## src/shared/rodi_params.svh

```systemverilog
`ifndef RODI_PARAMS_SVH
`define RODI_PARAMS_SVH
`define RODI_REG_ACC 4'hd
`define RODI_REG_FP 4'he
`define RODI_REG_SP 4'hf
`define RODI_SPC_TBR 4'h0
`define RODI_SPC_RP 4'h1
`define RODI_SPC_SSP 4'h2
`define RODI_SPC_USP 4'h3
`define RODI_SPC_MDH 4'h4
`define RODI_SPC_MDL 4'h5
`define RODI_OP_LDI8 4'hc
`define RODI_OP_LDI20 8'h9b
`define RODI_OP_LDSP 8'h03
`define RODI_OP_STSP 8'h13
`define RODI_OP_LDFPW 4'h2
`define RODI_OP_LDFPH 4'h4
`define RODI_OP_LDFPB 4'h6
`define RODI_OP_STFPW 4'h3
`define RODI_OP_STFPH 4'h5
`define RODI_OP_STFPB 4'h7
`define RODI_OP_DIRH 8'h08
`define RODI_OP_BCC 4'he
`define RODI_OP_CALL 5'h1a
`define RODI_OP_E97 8'h97
`define RODI_OP_E9F 8'h9f
`define RODI_OP_E07 8'h07
`define RODI_OP_E17 8'h17
`define RODI_SUB_DIV1 4'h6
`define RODI_LOAD_STALL 2'd1
`define RODI_DIV_STALL 2'd1
`endif

```

## src/shared/rodi_pkg.sv

```systemverilog
package rodi_pkg;
	typedef enum logic [2:0] {
		FMT_A = 3'd0, FMT_B = 3'd1, FMT_C = 3'd2, FMT_CP = 3'd3, FMT_D = 3'd4, FMT_E = 3'd5
	} rodi_fmt_t;
	typedef enum logic [1:0] {SZ_WORD = 2'd0, SZ_HALF = 2'd1, SZ_BYTE = 2'd2} rodi_size_t;
	typedef struct packed {
		rodi_fmt_t fmt;
		logic [7:0] opcode;
		logic [3:0] srcRegField;
		logic [3:0] destRegField;
		logic [3:0] subOp;
		logic [31:0] imm;
		logic isLoad;
		logic isStore;
		logic isRmw;
		logic usesSp;
		logic isDivStep;
		logic readsMuldiv;
		logic postIncAcc;
		logic spcValid;
		logic [2:0] spcSel;
	} rodi_dec_t;
	typedef struct packed {
		logic valid;
		logic [3:0] loadDest;
		logic spHazard;
		logic divStep;
	} rodi_prev_t;
endpackage : rodi_pkg

```

## src/hw/rodi_field_decode.sv

```systemverilog
`timescale 1ns/10ps
`include "rodi_params.svh"
module rodi_field_decode (
	input wire logic [15:0] instrWord, // fetched instruction
	output rodi_pkg::rodi_dec_t dec // decoded fields
);
	logic [7:0] op8;
	logic [3:0] op4;
	assign op8 = instrWord[15:8];
	assign op4 = instrWord[15:12];
	always_comb begin
		dec = '0;
		dec.opcode = op8;
		dec.srcRegField = instrWord[7:4];
		dec.destRegField = instrWord[3:0];
		dec.subOp = instrWord[7:4];
		dec.fmt = rodi_pkg::FMT_A;
		if (op4 == `RODI_OP_LDI8) begin
			dec.fmt = rodi_pkg::FMT_B;
			dec.imm = {24'h000000, instrWord[11:4]};
		end else if (op4 >= `RODI_OP_LDFPW && op4 <= `RODI_OP_STFPB) begin
			dec.fmt = rodi_pkg::FMT_B;
			dec.isLoad = ~op4[0];
			dec.isStore = op4[0];
			if (op4[3:1] == 3'd1)
				dec.imm = {{22{instrWord[11]}}, instrWord[11:4], 2'b00};
			else if (op4[3:1] == 3'd2)
				dec.imm = {{23{instrWord[11]}}, instrWord[11:4], 1'b0};
			else
				dec.imm = {{24{instrWord[11]}}, instrWord[11:4]};
		end else if (op4 == `RODI_OP_BCC) begin
			dec.fmt = rodi_pkg::FMT_D;
			dec.imm = {{23{instrWord[7]}}, instrWord[7:0], 1'b0};
		end else if (instrWord[15:11] == `RODI_OP_CALL) begin
			dec.fmt = rodi_pkg::FMT_D;
			dec.imm = {{20{instrWord[10]}}, instrWord[10:0], 1'b0};
		end else if (op8 == `RODI_OP_LDSP || op8 == `RODI_OP_STSP) begin
			dec.fmt = rodi_pkg::FMT_C;
			dec.isLoad = (op8 == `RODI_OP_LDSP);
			dec.isStore = (op8 == `RODI_OP_STSP);
			dec.usesSp = 1'b1;
			dec.imm = {26'h0, instrWord[7:4], 2'b00};
		end else if (op8 == `RODI_OP_LDI20) begin
			dec.fmt = rodi_pkg::FMT_C;
			dec.imm = {12'h000, instrWord[7:4], 16'h0000}; // upper nibble; rest follows
		end else if (op8[7:4] == 4'ha || op8[7:4] == 4'hb) begin
			dec.fmt = op8[2] ? rodi_pkg::FMT_A : rodi_pkg::FMT_CP;
			if (!op8[2])
				dec.imm = op8[0] ? {27'h0, op8[0], instrWord[7:4]}
					: {{27{instrWord[8]}}, instrWord[8:4]};
			dec.readsMuldiv = 1'b0;
		end else if (op8[7:4] == 4'h0 && op8[3:0] < 4'h7) begin
			dec.fmt = rodi_pkg::FMT_A;
			dec.isLoad = 1'b1;
			dec.postIncAcc = (op8[1:0] != 2'b00) ? 1'b0 : (op8[2] == 1'b0);
		end else if (op8[7:4] == 4'h1 && op8[3:0] < 4'h7) begin
			dec.isStore = 1'b1;
			dec.postIncAcc = (op8[2] == 1'b0);
		end else if (op8[7:3] == 5'b10000 || op8[7:4] == 4'h9 && op8[2]) begin
			dec.isRmw = 1'b1;
		end else if (op8[7:4] == 4'h0 && op8[3:0] == 4'h8) begin
			dec.fmt = rodi_pkg::FMT_D;
			dec.isLoad = 1'b1;
			dec.imm = {24'h0, instrWord[7:0]};
		end else if (op8[7:4] == 4'h0 && op8[3:0] == 4'h9) begin
			dec.fmt = rodi_pkg::FMT_D;
			dec.isLoad = 1'b1;
			dec.imm = {23'h0, instrWord[7:0], 1'b0};
		end else if (op8[7:4] == 4'h0 && op8[3:0] == 4'ha) begin
			dec.fmt = rodi_pkg::FMT_D;
			dec.isLoad = 1'b1;
			dec.imm = {22'h0, instrWord[7:0], 2'b00};
		end
		if (op8 == `RODI_OP_E97 || op8 == `RODI_OP_E9F || op8 == `RODI_OP_E07
			|| op8 == `RODI_OP_E17) begin
			dec.fmt = rodi_pkg::FMT_E;
			dec.isDivStep = (op8 == `RODI_OP_E97) && (instrWord[7:4] == `RODI_SUB_DIV1);
			if ((op8 == `RODI_OP_E07 || op8 == `RODI_OP_E17) && instrWord[7:4] == 4'h8) begin
				dec.spcValid = (instrWord[3:0] <= `RODI_SPC_MDL);
				dec.spcSel = instrWord[2:0];
				dec.readsMuldiv = (instrWord[3:0] == `RODI_SPC_MDH)
					|| (instrWord[3:0] == `RODI_SPC_MDL);
				dec.usesSp = 1'b1;
			end
			if (op8 == `RODI_OP_E07)
				dec.isLoad = 1'b1;
			if (op8 == `RODI_OP_E17)
				dec.isStore = 1'b1;
			if (op8 == `RODI_OP_E07 || op8 == `RODI_OP_E17)
				dec.usesSp = 1'b1;
		end
		if (instrWord[3:0] == `RODI_REG_SP || instrWord[7:4] == `RODI_REG_SP
			&& dec.fmt == rodi_pkg::FMT_A)
			dec.usesSp = 1'b1;
	end
endmodule : rodi_field_decode

```

## src/hw/rodi_stall_ctrl.sv

```systemverilog
`timescale 1ns/10ps
`include "rodi_params.svh"
module rodi_stall_ctrl (
	input wire logic ref_clk, // core clock
	input wire logic srst, // sync reset
	input wire logic [1:0] stallNeed, // extra cycles demanded
	input wire logic startReq, // hazard detected this issue
	output logic busy // stall in progress
);
	typedef struct packed {
		logic [1:0] remain;
	} rodi_stall_st_t;
	rodi_stall_st_t st_reg, st_next;
	always_comb begin
		st_next = st_reg;
		if (st_reg.remain != 2'd0)
			st_next.remain = st_reg.remain - 2'd1;
		else if (startReq)
			st_next.remain = stallNeed;
	end
	always_ff @(posedge ref_clk) begin
		if (srst)
			st_reg <= '0;
		else
			st_reg <= st_next;
	end
	assign busy = (st_reg.remain != 2'd0);
endmodule : rodi_stall_ctrl

```

## src/hw/rodi_operand_decode.sv

```systemverilog
`timescale 1ns/10ps
`include "rodi_params.svh"
module rodi_operand_decode #(
	parameter int SP_STALL = 2 // interlock cycles after stack pointer hazards
) (
	input wire logic ref_clk, // core clock
	input wire logic srst, // sync reset
	input wire logic instrValid, // fetch offers a word
	input wire logic [15:0] instrWord, // instruction word
	input wire logic memReady, // external ready
	output logic instrTake_reg, // word accepted this cycle
	output rodi_pkg::rodi_dec_t decOut_reg, // decoded operands
	output logic decValid_reg, // decoded operands valid
	output logic stall_reg, // pipeline held
	output logic memReq_reg // memory access active
);
	initial begin
		if (SP_STALL < 1 || SP_STALL > 2)
			$error("SP_STALL out of range");
	end
	typedef enum logic [2:0] {
		ST_ISSUE = 3'b001, ST_MEM = 3'b010, ST_HOLD = 3'b100
	} rodi_state_t;
	typedef struct packed {
		rodi_state_t state;
		rodi_pkg::rodi_prev_t prev;
		rodi_pkg::rodi_dec_t dec;
		logic decValid;
		logic take;
		logic stall;
		logic memReq;
		logic prevLoad;
	} rodi_top_st_t;
	rodi_top_st_t st_reg, st_next;
	rodi_pkg::rodi_dec_t curDec;
	logic stallBusy;
	logic hazard;
	logic [1:0] need;
	logic [1:0] holdLen;
	// the refusing edge is itself the first stall cycle
	assign holdLen = need - 2'd1;
	rodi_field_decode uDec (
		.instrWord(instrWord),
		.dec(curDec)
	);
	rodi_stall_ctrl uStall (
		.ref_clk(ref_clk),
		.srst(srst),
		.stallNeed(holdLen),
		.startReq(hazard),
		.busy(stallBusy)
	);
	always_comb begin
		need = 2'd0;
		if (st_reg.prev.valid && instrValid) begin
			if (st_reg.prevLoad) begin
				if (curDec.srcRegField == st_reg.prev.loadDest
					|| curDec.destRegField == st_reg.prev.loadDest)
					need = `RODI_LOAD_STALL;
			end
			if (st_reg.prev.spHazard && (curDec.usesSp || curDec.fmt == rodi_pkg::FMT_A))
				need = 2'(SP_STALL);
			if (st_reg.prev.divStep && curDec.readsMuldiv)
				need = `RODI_DIV_STALL;
		end
	end
	assign hazard = (need != 2'd0) && (st_reg.state == ST_ISSUE);
	always_comb begin
		logic doTake;
		doTake = 1'b0;
		st_next = st_reg;
		st_next.take = 1'b0;
		st_next.decValid = 1'b0;
		case (st_reg.state)
			ST_ISSUE: begin
				st_next.memReq = 1'b0;
				st_next.stall = 1'b0;
				if (hazard) begin
					st_next.state = ST_HOLD;
					st_next.stall = 1'b1;
				end else if (instrValid && !stallBusy)
					doTake = 1'b1;
			end
			ST_MEM: begin
				if (memReady) begin
					st_next.memReq = 1'b0;
					st_next.state = ST_ISSUE;
				end else
					st_next.stall = 1'b1;
			end
			ST_HOLD: begin
				st_next.stall = 1'b1;
				// held word goes straight in when the count ends, no extra cycle
				if (!stallBusy && instrValid) begin
					st_next.stall = 1'b0;
					doTake = 1'b1;
				end
			end
			default: st_next.state = ST_ISSUE;
		endcase
		if (doTake) begin
			st_next.state = ST_ISSUE;
			st_next.take = 1'b1;
			st_next.dec = curDec;
			st_next.decValid = 1'b1;
			st_next.prev.valid = 1'b1;
			st_next.prevLoad = curDec.isLoad;
			st_next.prev.loadDest = curDec.destRegField;
			st_next.prev.spHazard = curDec.usesSp;
			st_next.prev.divStep = curDec.isDivStep;
			if (curDec.isLoad || curDec.isStore || curDec.isRmw) begin
				st_next.state = ST_MEM;
				st_next.memReq = 1'b1;
			end
		end
	end
	always_ff @(posedge ref_clk) begin
		if (srst) begin
			st_reg <= '0;
			st_reg.state <= ST_ISSUE;
		end else
			st_reg <= st_next;
	end
	assign instrTake_reg = st_reg.take;
	assign decOut_reg = st_reg.dec;
	assign decValid_reg = st_reg.decValid;
	assign stall_reg = st_reg.stall;
	assign memReq_reg = st_reg.memReq;
endmodule : rodi_operand_decode

```

## config.mk

```make
export PLATFORM = sky130hd
export DESIGN_NAME = rodi_operand_decode
export DESIGN_NICKNAME = d
export VERILOG_FILES = /design/src/shared/rodi_pkg.sv /design/src/hw/rodi_field_decode.sv /design/src/hw/rodi_stall_ctrl.sv /design/src/hw/rodi_operand_decode.sv
export VERILOG_INCLUDE_DIRS = /design/src /design/src/shared
export SDC_FILE = /design/constraint.sdc
export NUM_CORES = 1
export LEC_CHECK = 0
export ABC_AREA = 1
export BUFFER_PORTS_ARGS = -buffer_cell sky130_fd_sc_hd__buf_2
export CORE_MARGIN = 2
export CORE_UTILIZATION = 50
export CTS_CLUSTER_DIAMETER = 30
export DETAILED_ROUTE_END_ITERATION = 10
export PLACE_DENSITY = 0.78
export SLEW_MARGIN = 10
export SYNTH_ARGS = -nofsm -noshare
export SYNTH_HDL_FRONTEND = slang
export SYNTH_SLANG_ARGS = --single-unit
```

## constraint.sdc

```tcl
create_clock -name ref_clk -period 1.7 [get_ports ref_clk]
set_input_delay 0.085 -clock ref_clk [delete_from_list [all_inputs] [get_ports ref_clk]]
set_output_delay 0.085 -clock ref_clk [all_outputs]
set_load 0.05 [all_outputs]
```

== Word-level counts from Yosys, hierarchy flattened ==
Cells that the tools add are included.

* Register bits: 72
* Bits in latches: 0
* Bits in writable memories: 0
* Memory bits (read-only): 0
* Input port bits: 20
* Output and inout bits: 70
* Word-level logic and storage cells: 203
* Memories: 0

* Add/sub/neg operators: 2
* Multiply operators: 0
* Div/mod/pow operators: 0
* Order comparisons: 4
* Equal/unequal tests: 35
* Shifts and indexed selects: 0
* Mux-type cells: 101
* Bitwise gates (word level): 2
* Reduce and logical (&&, ||, !) cells: 38

{| class="wikitable"
|+ Operators with widths
! kind !! number
|-
| two-way mux 33 bit || 12
|-
| two-way mux 32 bit || 7
|-
| two-way mux 78 bit || 1
|-
| two-way mux 3 bit || 24
|-
| two-way mux 34 bit || 2
|-
| == test 4 bit (second input constant) || 11
|-
| two-way mux 2 bit || 16
|-
| two-way mux 1 bit || 26
|-
| == test 8 bit (second input constant) || 3
|-
| two-way mux 4 bit || 5
|-
| == test 8 x 5 -> 1 bit (second input constant) || 2
|-
| logical AND 1 bit || 15
|-
| logical OR 1 bit || 13
|-
| == test 4 x 3 -> 1 bit (second input constant) || 3
|-
| two-way mux 11 bit || 1
|-
| == test 5 bit (second input constant) || 2
|-
| two-way mux 9 bit || 1
|-
| one-hot mux 3 bit (3 select lines) || 1
|-
| == test 4 bit || 2
|-
| == test 8 x 2 -> 1 bit (second input constant) || 1
|-
| == test 8 x 3 -> 1 bit (second input constant) || 1
|-
| <= comparator 4 x 3 -> 1 bit (second input constant) || 2
|-
| two-way mux 8 bit || 1
|-
| nonzero test 2 bit || 4
|-
| other kinds (20) || 26
|}

== Depth between registers and ports, before layout ==
Gate-level depths: netlist (run 1).

* Depth after elaboration: 43
* Mapped depth: 18
* Gate-level depth less buffers: 17

== Modules after synthesis ==
A second synthesis (run 1) with hierarchy kept.

* Cells, all modules: 754
* Area, all modules: 5161.2 µm²

{| class="wikitable"
|+ Modules (own cells, without submodules)
! module !! instances !! cells each !! area an instance (µm²)
|-
| rodi_operand_decode || 1 || 468 || 3532.1
|-
| rodi_field_decode || 1 || 272 || 1535.2
|-
| rodi_stall_ctrl || 1 || 14 || 93.8
|}

== Worst setup path before layout (run 1) ==
Ideal clock, no wire load.

* Path kind: input-to-reg
* From: input port instrWord[14]
* To: register st_reg, in the netlist decOut_reg[7]
* Library setup time: 0.116 ns
* Arrival: 1.556 ns
* Slack: 0.028 ns
* Stages: 18
* Path buffers: 2
* Cell sequence: buf_6 -> inv_4 -> nand2_4 -> nor2_4 -> nand2_2 -> nor2_2 -> nor2_1 -> nand2_1 -> nand2_1 -> nand2_2 -> nand3_2 -> nand2_2 -> nand2_1 -> nand2_1 -> nand2_4 -> buf_6 -> nor2_1 -> nor2_1

* Cells in the longest elaborated chain, start to end: 29
* Elaborated cells between the ends (all ways): 74
* Those cells by class: order compare (2); eq/ne (15); mux (33); reduce/logical (24)

{| class="wikitable"
|+ Ends and longest elaborated chain
! what !! line !! source
|-
| start: declaration || rodi_operand_decode.sv:9 || <nowiki>input wire logic [15:0] instrWord,</nowiki>
|-
| logical NOT 4 bit || - ||
|-
| logical AND 1 bit || rodi_field_decode.sv:69 || <nowiki>end else if (op8[7:4] == 4'h0 && op8[3:0] == 4'ha) begin</nowiki>
|-
| two-way mux 3 bit || rodi_field_decode.sv:69 ||
|-
| two-way mux 3 bit || rodi_field_decode.sv:65 || <nowiki>end else if (op8[7:4] == 4'h0 && op8[3:0] == 4'h9) begin</nowiki>
|-
| two-way mux 3 bit || rodi_field_decode.sv:61 || <nowiki>end else if (op8[7:4] == 4'h0 && op8[3:0] == 4'h8) begin</nowiki>
|-
| two-way mux 3 bit || rodi_field_decode.sv:59 || <nowiki>end else if (op8[7:3] == 5'b10000 || op8[7:4] == 4'h9 && op8[2]) begin</nowiki>
|-
| two-way mux 3 bit || rodi_field_decode.sv:56 || <nowiki>end else if (op8[7:4] == 4'h1 && op8[3:0] < 4'h7) begin</nowiki>
|-
| two-way mux 3 bit || rodi_field_decode.sv:52 || <nowiki>end else if (op8[7:4] == 4'h0 && op8[3:0] < 4'h7) begin</nowiki>
|-
| [13 not listed] || - ||
|-
| logical AND 1 bit || rodi_operand_decode.sv:61 || <nowiki>if (st_reg.prev.spHazard && (curDec.usesSp || curDec.fmt == rodi_pkg::FMT_A))</nowiki>
|-
| two-way mux 2 bit || rodi_operand_decode.sv:61 ||
|-
| two-way mux 2 bit || rodi_operand_decode.sv:63 || <nowiki>if (st_reg.prev.divStep && curDec.readsMuldiv)</nowiki>
|-
| two-way mux 2 bit || rodi_operand_decode.sv:55 || <nowiki>if (st_reg.prev.valid && instrValid) begin</nowiki>
|-
| nonzero test 2 bit || rodi_operand_decode.sv:67 || <nowiki>assign hazard = (need != 2'd0) && (st_reg.state == ST_ISSUE);</nowiki>
|-
| logical AND 1 bit || rodi_operand_decode.sv:67 ||
|-
| two-way mux 1 bit || rodi_operand_decode.sv:78 || <nowiki>if (hazard) begin</nowiki>
|-
| one-hot mux 1 bit (2 select lines) || rodi_operand_decode.sv:74 || <nowiki>case (st_reg.state)</nowiki>
|-
| end signal: assignment || rodi_operand_decode.sv:122 || <nowiki>st_reg <= st_next;</nowiki>
|-
| end: declaration || rodi_operand_decode.sv:34 || <nowiki>rodi_top_st_t st_reg, st_next;</nowiki>
|}

Several ways; a longest one is shown, not always the timed one.
A chain may end at the register's enable or synchronous reset.

==> results of run 1 <==
## worst min-delay path: stages
cell	delay, ps
buf_2	80
nor2_1	40
inv_1	90
a21oi_1	70
## what timing repair did
item                       4_1_cts  5_1_grt
cloned                           4        6
pin swaps                        3       16
resized for setup               18       65
buffers inserted                 1        3
setup endpoints to repair       49       52
## cell usage after synthesis
master / instances / area (µm²)
a21oi_1: 38 / 190.2
a21oi_2: 4 / 35.03
a311oi_1: 1 / 8.760
a31oi_1: 2 / 12.51
buf_2: 4 / 20.02
buf_4: 69 / 518.0
buf_6: 12 / 135.1
clkbuf_1: 10 / 37.54
dfxtp_1: 55 / 1101
inv_1: 37 / 138.9
inv_2: 5 / 18.77
inv_4: 4 / 25.02
inv_6: 1 / 8.760
nand2_1: 87 / 326.6
nand2_2: 10 / 62.56
nand2_4: 6 / 67.56
nand3_1: 44 / 220.2
nand3_2: 2 / 20.02
nand3_4: 1 / 17.52
nand3b_1: 1 / 7.510
nand4_1: 4 / 25.02
nand4_2: 1 / 12.51
nor2_1: 73 / 274.0
nor2_2: 3 / 18.77
nor2_4: 4 / 45.04
nor3_1: 11 / 55.05
nor3b_1: 1 / 7.510
nor4_1: 2 / 12.51
nor4_2: 1 / 12.51
o2111ai_1: 4 / 35.03
o211ai_1: 9 / 67.56
o21ai_0: 43 / 215.2
o21ai_1: 7 / 35.03
o221ai_1: 5 / 43.79
o22ai_1: 2 / 12.51
o31ai_1: 2 / 15.01
or3_1: 2 / 12.51
xnor2_1: 7 / 61.31
xor2_1: 1 / 8.760
## logic make-up after synthesis
| group | count (synthesis) |
|---|---|
| AOI/OAI and AO/OA | 117 |
| and+or+nand+nor | 253 |
| xor gates and xnor gates | 8 |
| DFF | 55 |
| buffers and inverters | 142 |
## power by group through the flow
| stage | sequential, µW | clock, µW | combinational (µW) |
|---|---|---|---|
| final | 1550 | 940 | 2240 |
| after global routing | 1570 | 995 | 2360 |
| after CTS | 1530 | 948 | 1950 |
| after detailed placement | 1550 | 0 | 1820 |
| after global placement | 1540 | 0 | 1790 |
| after floorplan | 1570 | 0 | 1530 |
## final cells by class
type / count / area [µm²]
clock inverters: 2 / 38.79
flip-flops and latches: 55 / 1111
clock buffers: 6 / 82.58
repair buffers: 185 / 1262
inverters: 47 / 193.9
well taps: 102 / 127.6
fillers: 707 / 2620
multi-input cells: 384 / 2251
## layer usage
layer  GRT usage [%]  routed length, µm
met1           33.77               5164
met2           50.42               6587
met3           5.370               1038
met4           11.03                521
met5               0                  0
## stage by stage
stage	area (µm²)	std cells	total power (µW)	TNS, ps
after floorplan	3941	575	3100	0
after detailed placement	4497	760	3367	-12060
final	5067	781	4736	-4717
after global placement	4497	760	3336	-9921
after CTS	4740	773	4424	-461.6
after global routing	5067	781	4929	-9072
## path summary, 6_finish.rpt
| path | from | to | slack, ps | cells past startpoint |
|---|---|---|---|---|
| min reg2reg | decOut_reg[15] | decOut_reg[15] | 470 | 2 |
| max reg2reg | decOut_reg[50] | decOut_reg[3] | -200 | 12 |
| max | decOut_reg[50] | decOut_reg[3] | -200 | 12 |
| min | memReady | st_reg[79] | 100 | 4 |
==> metrics.cfg, run 1 <==
[status]
status=complete, but fails checks
violations=negative setup slack

[layout]
syn_to_final_growth_pct=28.57
utilization_pct=65.92
largest_reg_flops=45
layout-drive-gt1-share_pct=42.27
mostFrequentLayoutCells=buf_2, buf_4, nand2_1
nets=698
num_antenna_cells=0
final_common_cell=buf_2

[power]
clock_power_share_pct=19.8
pwr-share-comb_pct=47.4
p_seq_share_pct=32.8
power_density_nw_per_um2=934.7
leakagePower_uw=0.002521
switching_share_pct=44.32
vdd_drop_max_v=0.0006846
p_sw_uw=2099
internal_power_uw=2637

[route]
drt-total-wl_mm=13.31
ant_nets=0
detail_route.first_pass.iterations=5
wl_per_cell_um=17.04
via_count=4353
drtIter0Drc=279
remaining_drc_errors=0
vias_per_cell=5.574

[global_routing]
grt_util_all_layers_pct=28.45
first_global_vias=3971
grt_pass1_wl_mm=19.52
grt_max_degree=27
grt-ovfl-total=0
grt_antenna_before_repair=0

[setup_path]
cp_common_cell=nand2_4
cp.buffers_inverters=2
start_kind=flip-flop
cp_max_fo=9
critPathMaxStageDelay_ps=390
worstPathCellList=xnor2_2 > nand3_1 > o21ai_1 > buf_4 > nand2_2 > nand3_2 > nand2_4 > nand3_4 > nand2_4 > clkbuf_16 > nand2_1 > a21oi_1
slowest_stage=dfxtp_4
end_kind=flip-flop
required_ps=1930
critPathKind=flip-flop to flip-flop
arrival_ps=2130
path_delay_family=simple AND/OR/NAND/NOR gates

[yosys]
synthDistinctLibCells=39
synthSimpleGateAreaFrac_pct=30.38
netlist_area_um2=3941
synth_compound_area_share_pct=17.02
seq_area_frac_synth_pct=27.94
synthCells=575
synth.area.mux_share_pct=0
synth_nets=595
synth_top_family_by_area=simple AND/OR/NAND/NOR gates
synth.avg_cell_area_um2=6.854
yosys_warnings=0
synth_fa_ha_area_share_pct=0
synth-xor-area-share_pct=1.778
synth-seq-cells=55

[sta]
slew_headroom_pct=70.68
min_period_ps=1901
fmax_mhz=526.1
whs_ps=102.8
skew_ps=7.754
worst_pin_slew_ps=436.1
rsz0062_at_grt=true
fin_ws_ps=-200.7
setup_viol_count_final=48
hold_violations=0
post-route-period-util_pct=111.8
final_max_slew_viol_count=0

[clocking]
cts_sinks=55
worstSkewPairLatency_ps=310
htreeDepth=2
clock_path_buffers=2
ctsHoldBuffers=0
root_buffer=clkbuf_8
clk_pin_slew_worst_paths_ps=100
cts_inserted_buffers=5
cts_tree=built

[worst_hold_path]
timing.hold.worst.class=primary input to flip-flop

[floorplanning]
die_x_um=92.79
dieHeight_um=92.79
num_io_pins=90
initial_core_util_pct=51.27
dieArea_um2=8609
coreArea_um2=7687
fp-row-count=32

[placed_design]
port_buffers=89
globalplace.congestion=0.9951
place_ws_ps=-383.2
hpwlAfterDp_mm=9.186

[job]
drv_cap=0

Power figures use the tool's default switching activity.
==> inputs of run 2 (changes only) <==
--- a/config.mk
+++ b/config.mk
@@ -12,7 +12,7 @@
 export CORE_UTILIZATION = 50
 export CTS_CLUSTER_DIAMETER = 30
 export DETAILED_ROUTE_END_ITERATION = 10
-export PLACE_DENSITY = 0.78
+export PLACE_DENSITY = 0.8
 export SLEW_MARGIN = 10
 export SYNTH_ARGS = -nofsm -noshare
 export SYNTH_HDL_FRONTEND = slang
==> run 2 against run 1 <==
- the run still ends with negative setup slack left
- register-to-register slack improved by 170 ps
- flip-flop and latch count stayed put
- setup slack better by 170 ps
- die area unchanged
- clock skew up 1.1 ps
- core utilization down 3.6 points
- power fell by 7.8%
- critical endpoint is now decOut_reg[21]
- cell count decreased by 1.7%
- non-clock buffer count down 11
- count of clock-buffer cells in the layout fell by 1
- hold slack got worse by 7.7 ps
- fmax grew 10%
==> metrics.cfg, run 2 (same netlist as run 1, synthesis figures left out) <==
[power]
p_total_uw=4365
p_sw_uw=2030
power_density_nw_per_um2=911.8
leakagePower_uw=0.002384
vdd_drop_max_v=0.0005963
internal_power_uw=2335
p_seq_share_pct=35.3
switching_share_pct=46.50
pwr-share-comb_pct=46.9
clock_power_share_pct=17.7

[global_routing]
grt_util_all_layers_pct=28.23
use_met3_pct=3.906
grt_antenna_before_repair=0
grt-ovfl-total=0
busiest_layer=met2
grt_max_degree=28
gr-usage-met2_pct=49.40
gr-usage-met1_pct=34.93
first_global_vias=3969
grt_pass1_wl_mm=19.41

[clocking]
cts_tree=built
clk_pin_slew_worst_paths_ps=110
root_buffer=clkbuf_8
htreeDepth=2
cts_inserted_buffers=5
cts_sinks=55
clock_path_buffers=2
worstSkewPairLatency_ps=310

[floorplanning]
fp-row-count=32
dieHeight_um=92.79
num_io_pins=90
dieArea_um2=8609
coreArea_um2=7687
die_x_um=92.79
initial_core_util_pct=51.27

[route]
vias_per_cell=5.384
via_count=4135
drt-total-wl_mm=12.23
drtIter0Drc=329
detail_route.first_pass.iterations=5
wl_per_cell_um=15.93
ant_nets=0
remaining_drc_errors=0

[sta]
final_max_slew_viol_count=0
slew_headroom_pct=72.15
skew_ps=8.856
fin_ws_ps=-26.66
whs_ps=95.16
worst_pin_slew_ps=417.1
setup_viol_count_final=24
post-route-period-util_pct=101.6
hold_violations=0
fmax_mhz=579.2
min_period_ps=1727
rsz0062_at_grt=true

[status]
violations=negative setup slack
status=complete, but fails checks

[setup_path]
critPathKind=flip-flop to flip-flop
arrival_ps=1990
cp_max_fo=21
r2r_slack_ps=-30
end_kind=flip-flop
reg2regPathDepth=12
critPathMaxStageDelay_ps=380
reg2reg_from=decOut_reg[47]
slowest_stage=dfxtp_4
cp_common_cell=nand2_4
required_ps=1960
worstReg2RegEnd=decOut_reg[21]
worstPathCellList=xnor2_2 > nand3_1 > o21ai_1 > buf_4 > nand2_2 > nand3_2 > nand2_4 > nand3_4 > nand2_4 > buf_12 > nand2_1 > a21oi_2
start_kind=flip-flop

[worst_hold_path]
hold_end=st_reg[79]
worst_hold_path.num_cells=4
worstHoldStart=memReady
timing.hold.worst.class=primary input to flip-flop

[layout]
mostFrequentLayoutCells=buf_2, buf_4, nand2_1
num_antenna_cells=0
largest_reg_flops=45
layout-drive-gt1-share_pct=39.19
finalNonFillerCells=768
final_common_cell=buf_2
syn_to_final_growth_pct=21.46
stdcell_area_um2=4787
nets=685

[placed_design]
port_buffers=89
dp_cells=754
dpl-instance-area_um2=4452
place_ws_ps=-283.9
hpwlAfterDp_mm=9.113
globalplace.congestion=0.9351

[job]
drv_cap=0

==> run 2: how the worst max path moves through the flow <==
stage,startpoint,end,slack [ps],depth (start not counted)
floorplan,instrWord[14],decOut_reg[7],30,18
global placement,instrWord[13],st_reg[78],-240,17
detailed placement,instrWord[13],st_reg[78],-280,17
CTS,decOut_reg[47],decOut_reg[28],-40,12
global route,decOut_reg[47],decOut_reg[21],-110,12
finish,decOut_reg[47],decOut_reg[21],-30,12
==> run 2: final cells by class <==
type                       instances  area [µm²]
fill                             724        2900
timing repair buffer             174        1112
clock inverter                     3       23.77
clock buffer                       5       68.82
sequential                        55        1109
tap                              102       127.6
inverter                          47       191.4
multi-input combinational        382        2155
==> run 2: worst max-delay path, delay by kind of cell, from the launching register on <==
family	cells	cell delay, ps
xor gates and xnor gates	1	130
AOI/OAI and AO/OA	2	190
DFF	1	380
buffers and inverters	2	310
and+or+nand+nor	7	640
==> run 2: timing repair <==
action	CTS	global route
setup endpoints to repair	51	49
gates resized for setup	38	24
gates cloned	4	0
hold buffers	0	0
pin swaps	6	6
buffers inserted	0	2
==> run 2: metal layers <==
metal / up-vias / wire length (µm) / part of all wire [%]
met4: 0 / 471 / 3.9
met1: 1887 / 5107 / 42
met3: 39 / 780 / 6.4
li1: 2020 / - / -
met2: 189 / 5874 / 48
met5: - / 0 / 0
==> run 2: per-stage QoR <==
stage | utilization, % | TNS [ps]
after floorplan | - | 0
after global placement | 57.91 | -7388
after detailed placement | 57.91 | -9427
after CTS | 60.99 | -383.9
after global routing | 62.27 | -3543
final | 62.27 | -258.6
==> run 2: power by group through the flow <==
| stage | clock network (µW) | logic (µW) | registers (µW) |
|---|---|---|---|
| 6_report | 774 | 2050 | 1540 |
| 5_1_grt | 825 | 2170 | 1560 |
| 4_1_cts | 779 | 1960 | 1540 |
| 3_5_place_dp | 0 | 1800 | 1550 |
| 3_3_place_gp | 0 | 1770 | 1550 |
| 2_1_floorplan | 0 | 1530 | 1570 |
==> inputs of run 3 (changes only) <==
--- a/config.mk
+++ b/config.mk
@@ -12,7 +12,7 @@
 export CORE_UTILIZATION = 50
 export CTS_CLUSTER_DIAMETER = 30
 export DETAILED_ROUTE_END_ITERATION = 10
-export PLACE_DENSITY = 0.8
+export PLACE_DENSITY = 0.77
 export SLEW_MARGIN = 10
 export SYNTH_ARGS = -nofsm -noshare
 export SYNTH_HDL_FRONTEND = slang
==> constraint.sdc (replaced) <==
create_clock -name ref_clk -period 1.6 [get_ports ref_clk]
set_input_delay 0.08 -clock ref_clk [delete_from_list [all_inputs] [get_ports ref_clk]]
set_output_delay 0.08 -clock ref_clk [all_outputs]
set_load 0.05 [all_outputs]
==> run 3 against run 2 <==
- core utilization grew 5.4 points
- non-clock buffer count up 15
- global-route usage is 2.6 points higher
- clock skew rose by 16 ps
- critical endpoint is now decOut_reg[27]
- the run still ends with negative setup slack left
==> metrics.cfg, run 3 (same netlist as run 1, synthesis figures left out) <==
[route]
vias_per_cell=5.495
remaining_drc_errors=0
drtIter0Drc=341
detail_route.first_pass.iterations=5
wl_per_cell_um=17.79
ant_nets=0
via_count=4308
drt-total-wl_mm=13.95

[placed_design]
dpl-instance-area_um2=4512
port_buffers=89
globalplace.congestion=0.9707
hpwlAfterDp_mm=9.338

[setup_path]
reg2reg_from=decOut_reg[47]
arrival_ps=2100
start_kind=flip-flop
crit_start=decOut_reg[47]
worstPathCellList=xnor2_2 > nand3_1 > o21ai_2 > nand2_2 > nand3_2 > nand2_4 > buf_6 > nand2_4 > nand2_8 > nand2_8 > nand2_4 > a21oi_2
required_ps=1860
r2r_slack_ps=-240
end_kind=flip-flop
critPathKind=flip-flop to flip-flop
critPathMaxStageDelay_ps=390
path_delay_family=simple AND/OR/NAND/NOR gates
cp.buffers_inverters=1
cp_common_cell=nand2_4
slowest_stage=dfxtp_4
cp_max_fo=8

[global_routing]
first_global_vias=4002
grt_pass1_wl_mm=20.59
grt-ovfl-total=0
busiest_layer=met2
gr-usage-met2_pct=53.56
grt_max_degree=27
grt_util_all_layers_pct=30.83
use_met3_pct=3.987
gr-usage-met1_pct=37.79
grt_antenna_before_repair=0

[floorplanning]
dieArea_um2=8609
fp-row-count=32
num_io_pins=90
dieHeight_um=92.79
coreArea_um2=7687
die_x_um=92.79
initial_core_util_pct=51.27

[sta]
skew_ps=24.79
fmax_mhz=543.8
rsz0062_at_grt=true
worst_pin_slew_ps=552.1
post-route-period-util_pct=114.9
min_period_ps=1839
tns_ps=-8500
final_max_slew_viol_count=0
setup_viol_count_final=51
hold_violations=0
slew_headroom_pct=62.88
fin_ws_ps=-238.9

[power]
leakagePower_uw=0.002545
power_density_nw_per_um2=949.7
vdd_drop_max_v=0.0005870
p_total_uw=4937

[status]
violations=negative setup slack
status=complete, but fails checks

[layout]
largest_reg_flops=45
num_antenna_cells=0
nets=701
utilization_pct=67.63
mostFrequentLayoutCells=buf_4, buf_2, nand2_1
syn_to_final_growth_pct=31.90
final_common_cell=buf_4
final.fill_count=676
stdcell_area_um2=5199
layout-drive-gt1-share_pct=45.01

[clocking]
htreeDepth=2
cts_inserted_buffers=5
root_buffer=clkbuf_8
clk_pin_slew_worst_paths_ps=120
clock_path_buffers=2
cts_sinks=55
ctsHoldBuffers=0
cts_tree=built
worstSkewPairLatency_ps=320

[job]
drv_cap=0

[worst_hold_path]
timing.hold.worst.class=primary input to flip-flop
worstHoldStart=instrWord[2]

==> run 3: what timing repair did <==
item / in CTS / in global routing
resized for setup: 55 / 59
pin swaps: 34 / 16
setup buffers: 5 / 6
endpoints found under the setup margin: 53 / 54
hold endpoints to repair: 0 / 0
cloned: 5 / 3
==> run 3: worst register-to-register path: stages (launching register included) <==
cell and delay (ps):
dfxtp_4 390, xnor2_2 180, nand3_1 110, o21ai_2 170, nand2_2 70, nand3_2 80
nand2_4 70, buf_6 130, nand2_4 80, nand2_8 120, nand2_8 190, nand2_4 60
a21oi_2 130
==> run 3: worst paths after layout <==
kind                 endpoint  cells past startpoint
max            decOut_reg[27]                     12
min reg2reg  uStall.st_reg[1]                      2
max reg2reg    decOut_reg[27]                     12
min            decOut_reg[49]                      3
==> run 3: layout make-up <==
class                   count  area [µm²]  area share, %
repair buffers            189        1305          25.10
well taps                 102       127.6          2.455
flip-flops and latches     55        1111          21.37
clock buffers               5       68.82          1.324
inverters                  47       203.9          3.923
clock inverters             3       22.52         0.4332
multi-input cells         383        2360          45.39
==> run 3: metal layers <==
metal | share of wire [%] | vias to the layer above
met3 | 6.4 | 46
met5 | 0 | -
li1 | - | 2057
met1 | 40 | 2010
met4 | 4.7 | 0
met2 | 49 | 195
==> run 3: power breakdown <==
part	total, µW	switching, µW	internal, µW
clock	825	509	316
sequential	1650	120	1530
combinational	2470	1670	796
==> run 3: per-stage QoR <==
stage / hold slack, ps / cells / setup slack [ps]
global route: 66.32 / 784 / -280.6
global placement: 384.0 / 760 / -410.8
CTS: 58.58 / 777 / -153.8
detailed placement: 404.4 / 760 / -428.6
finish: 63.73 / 784 / -238.9
floorplan: 149.1 / 575 / -37.47
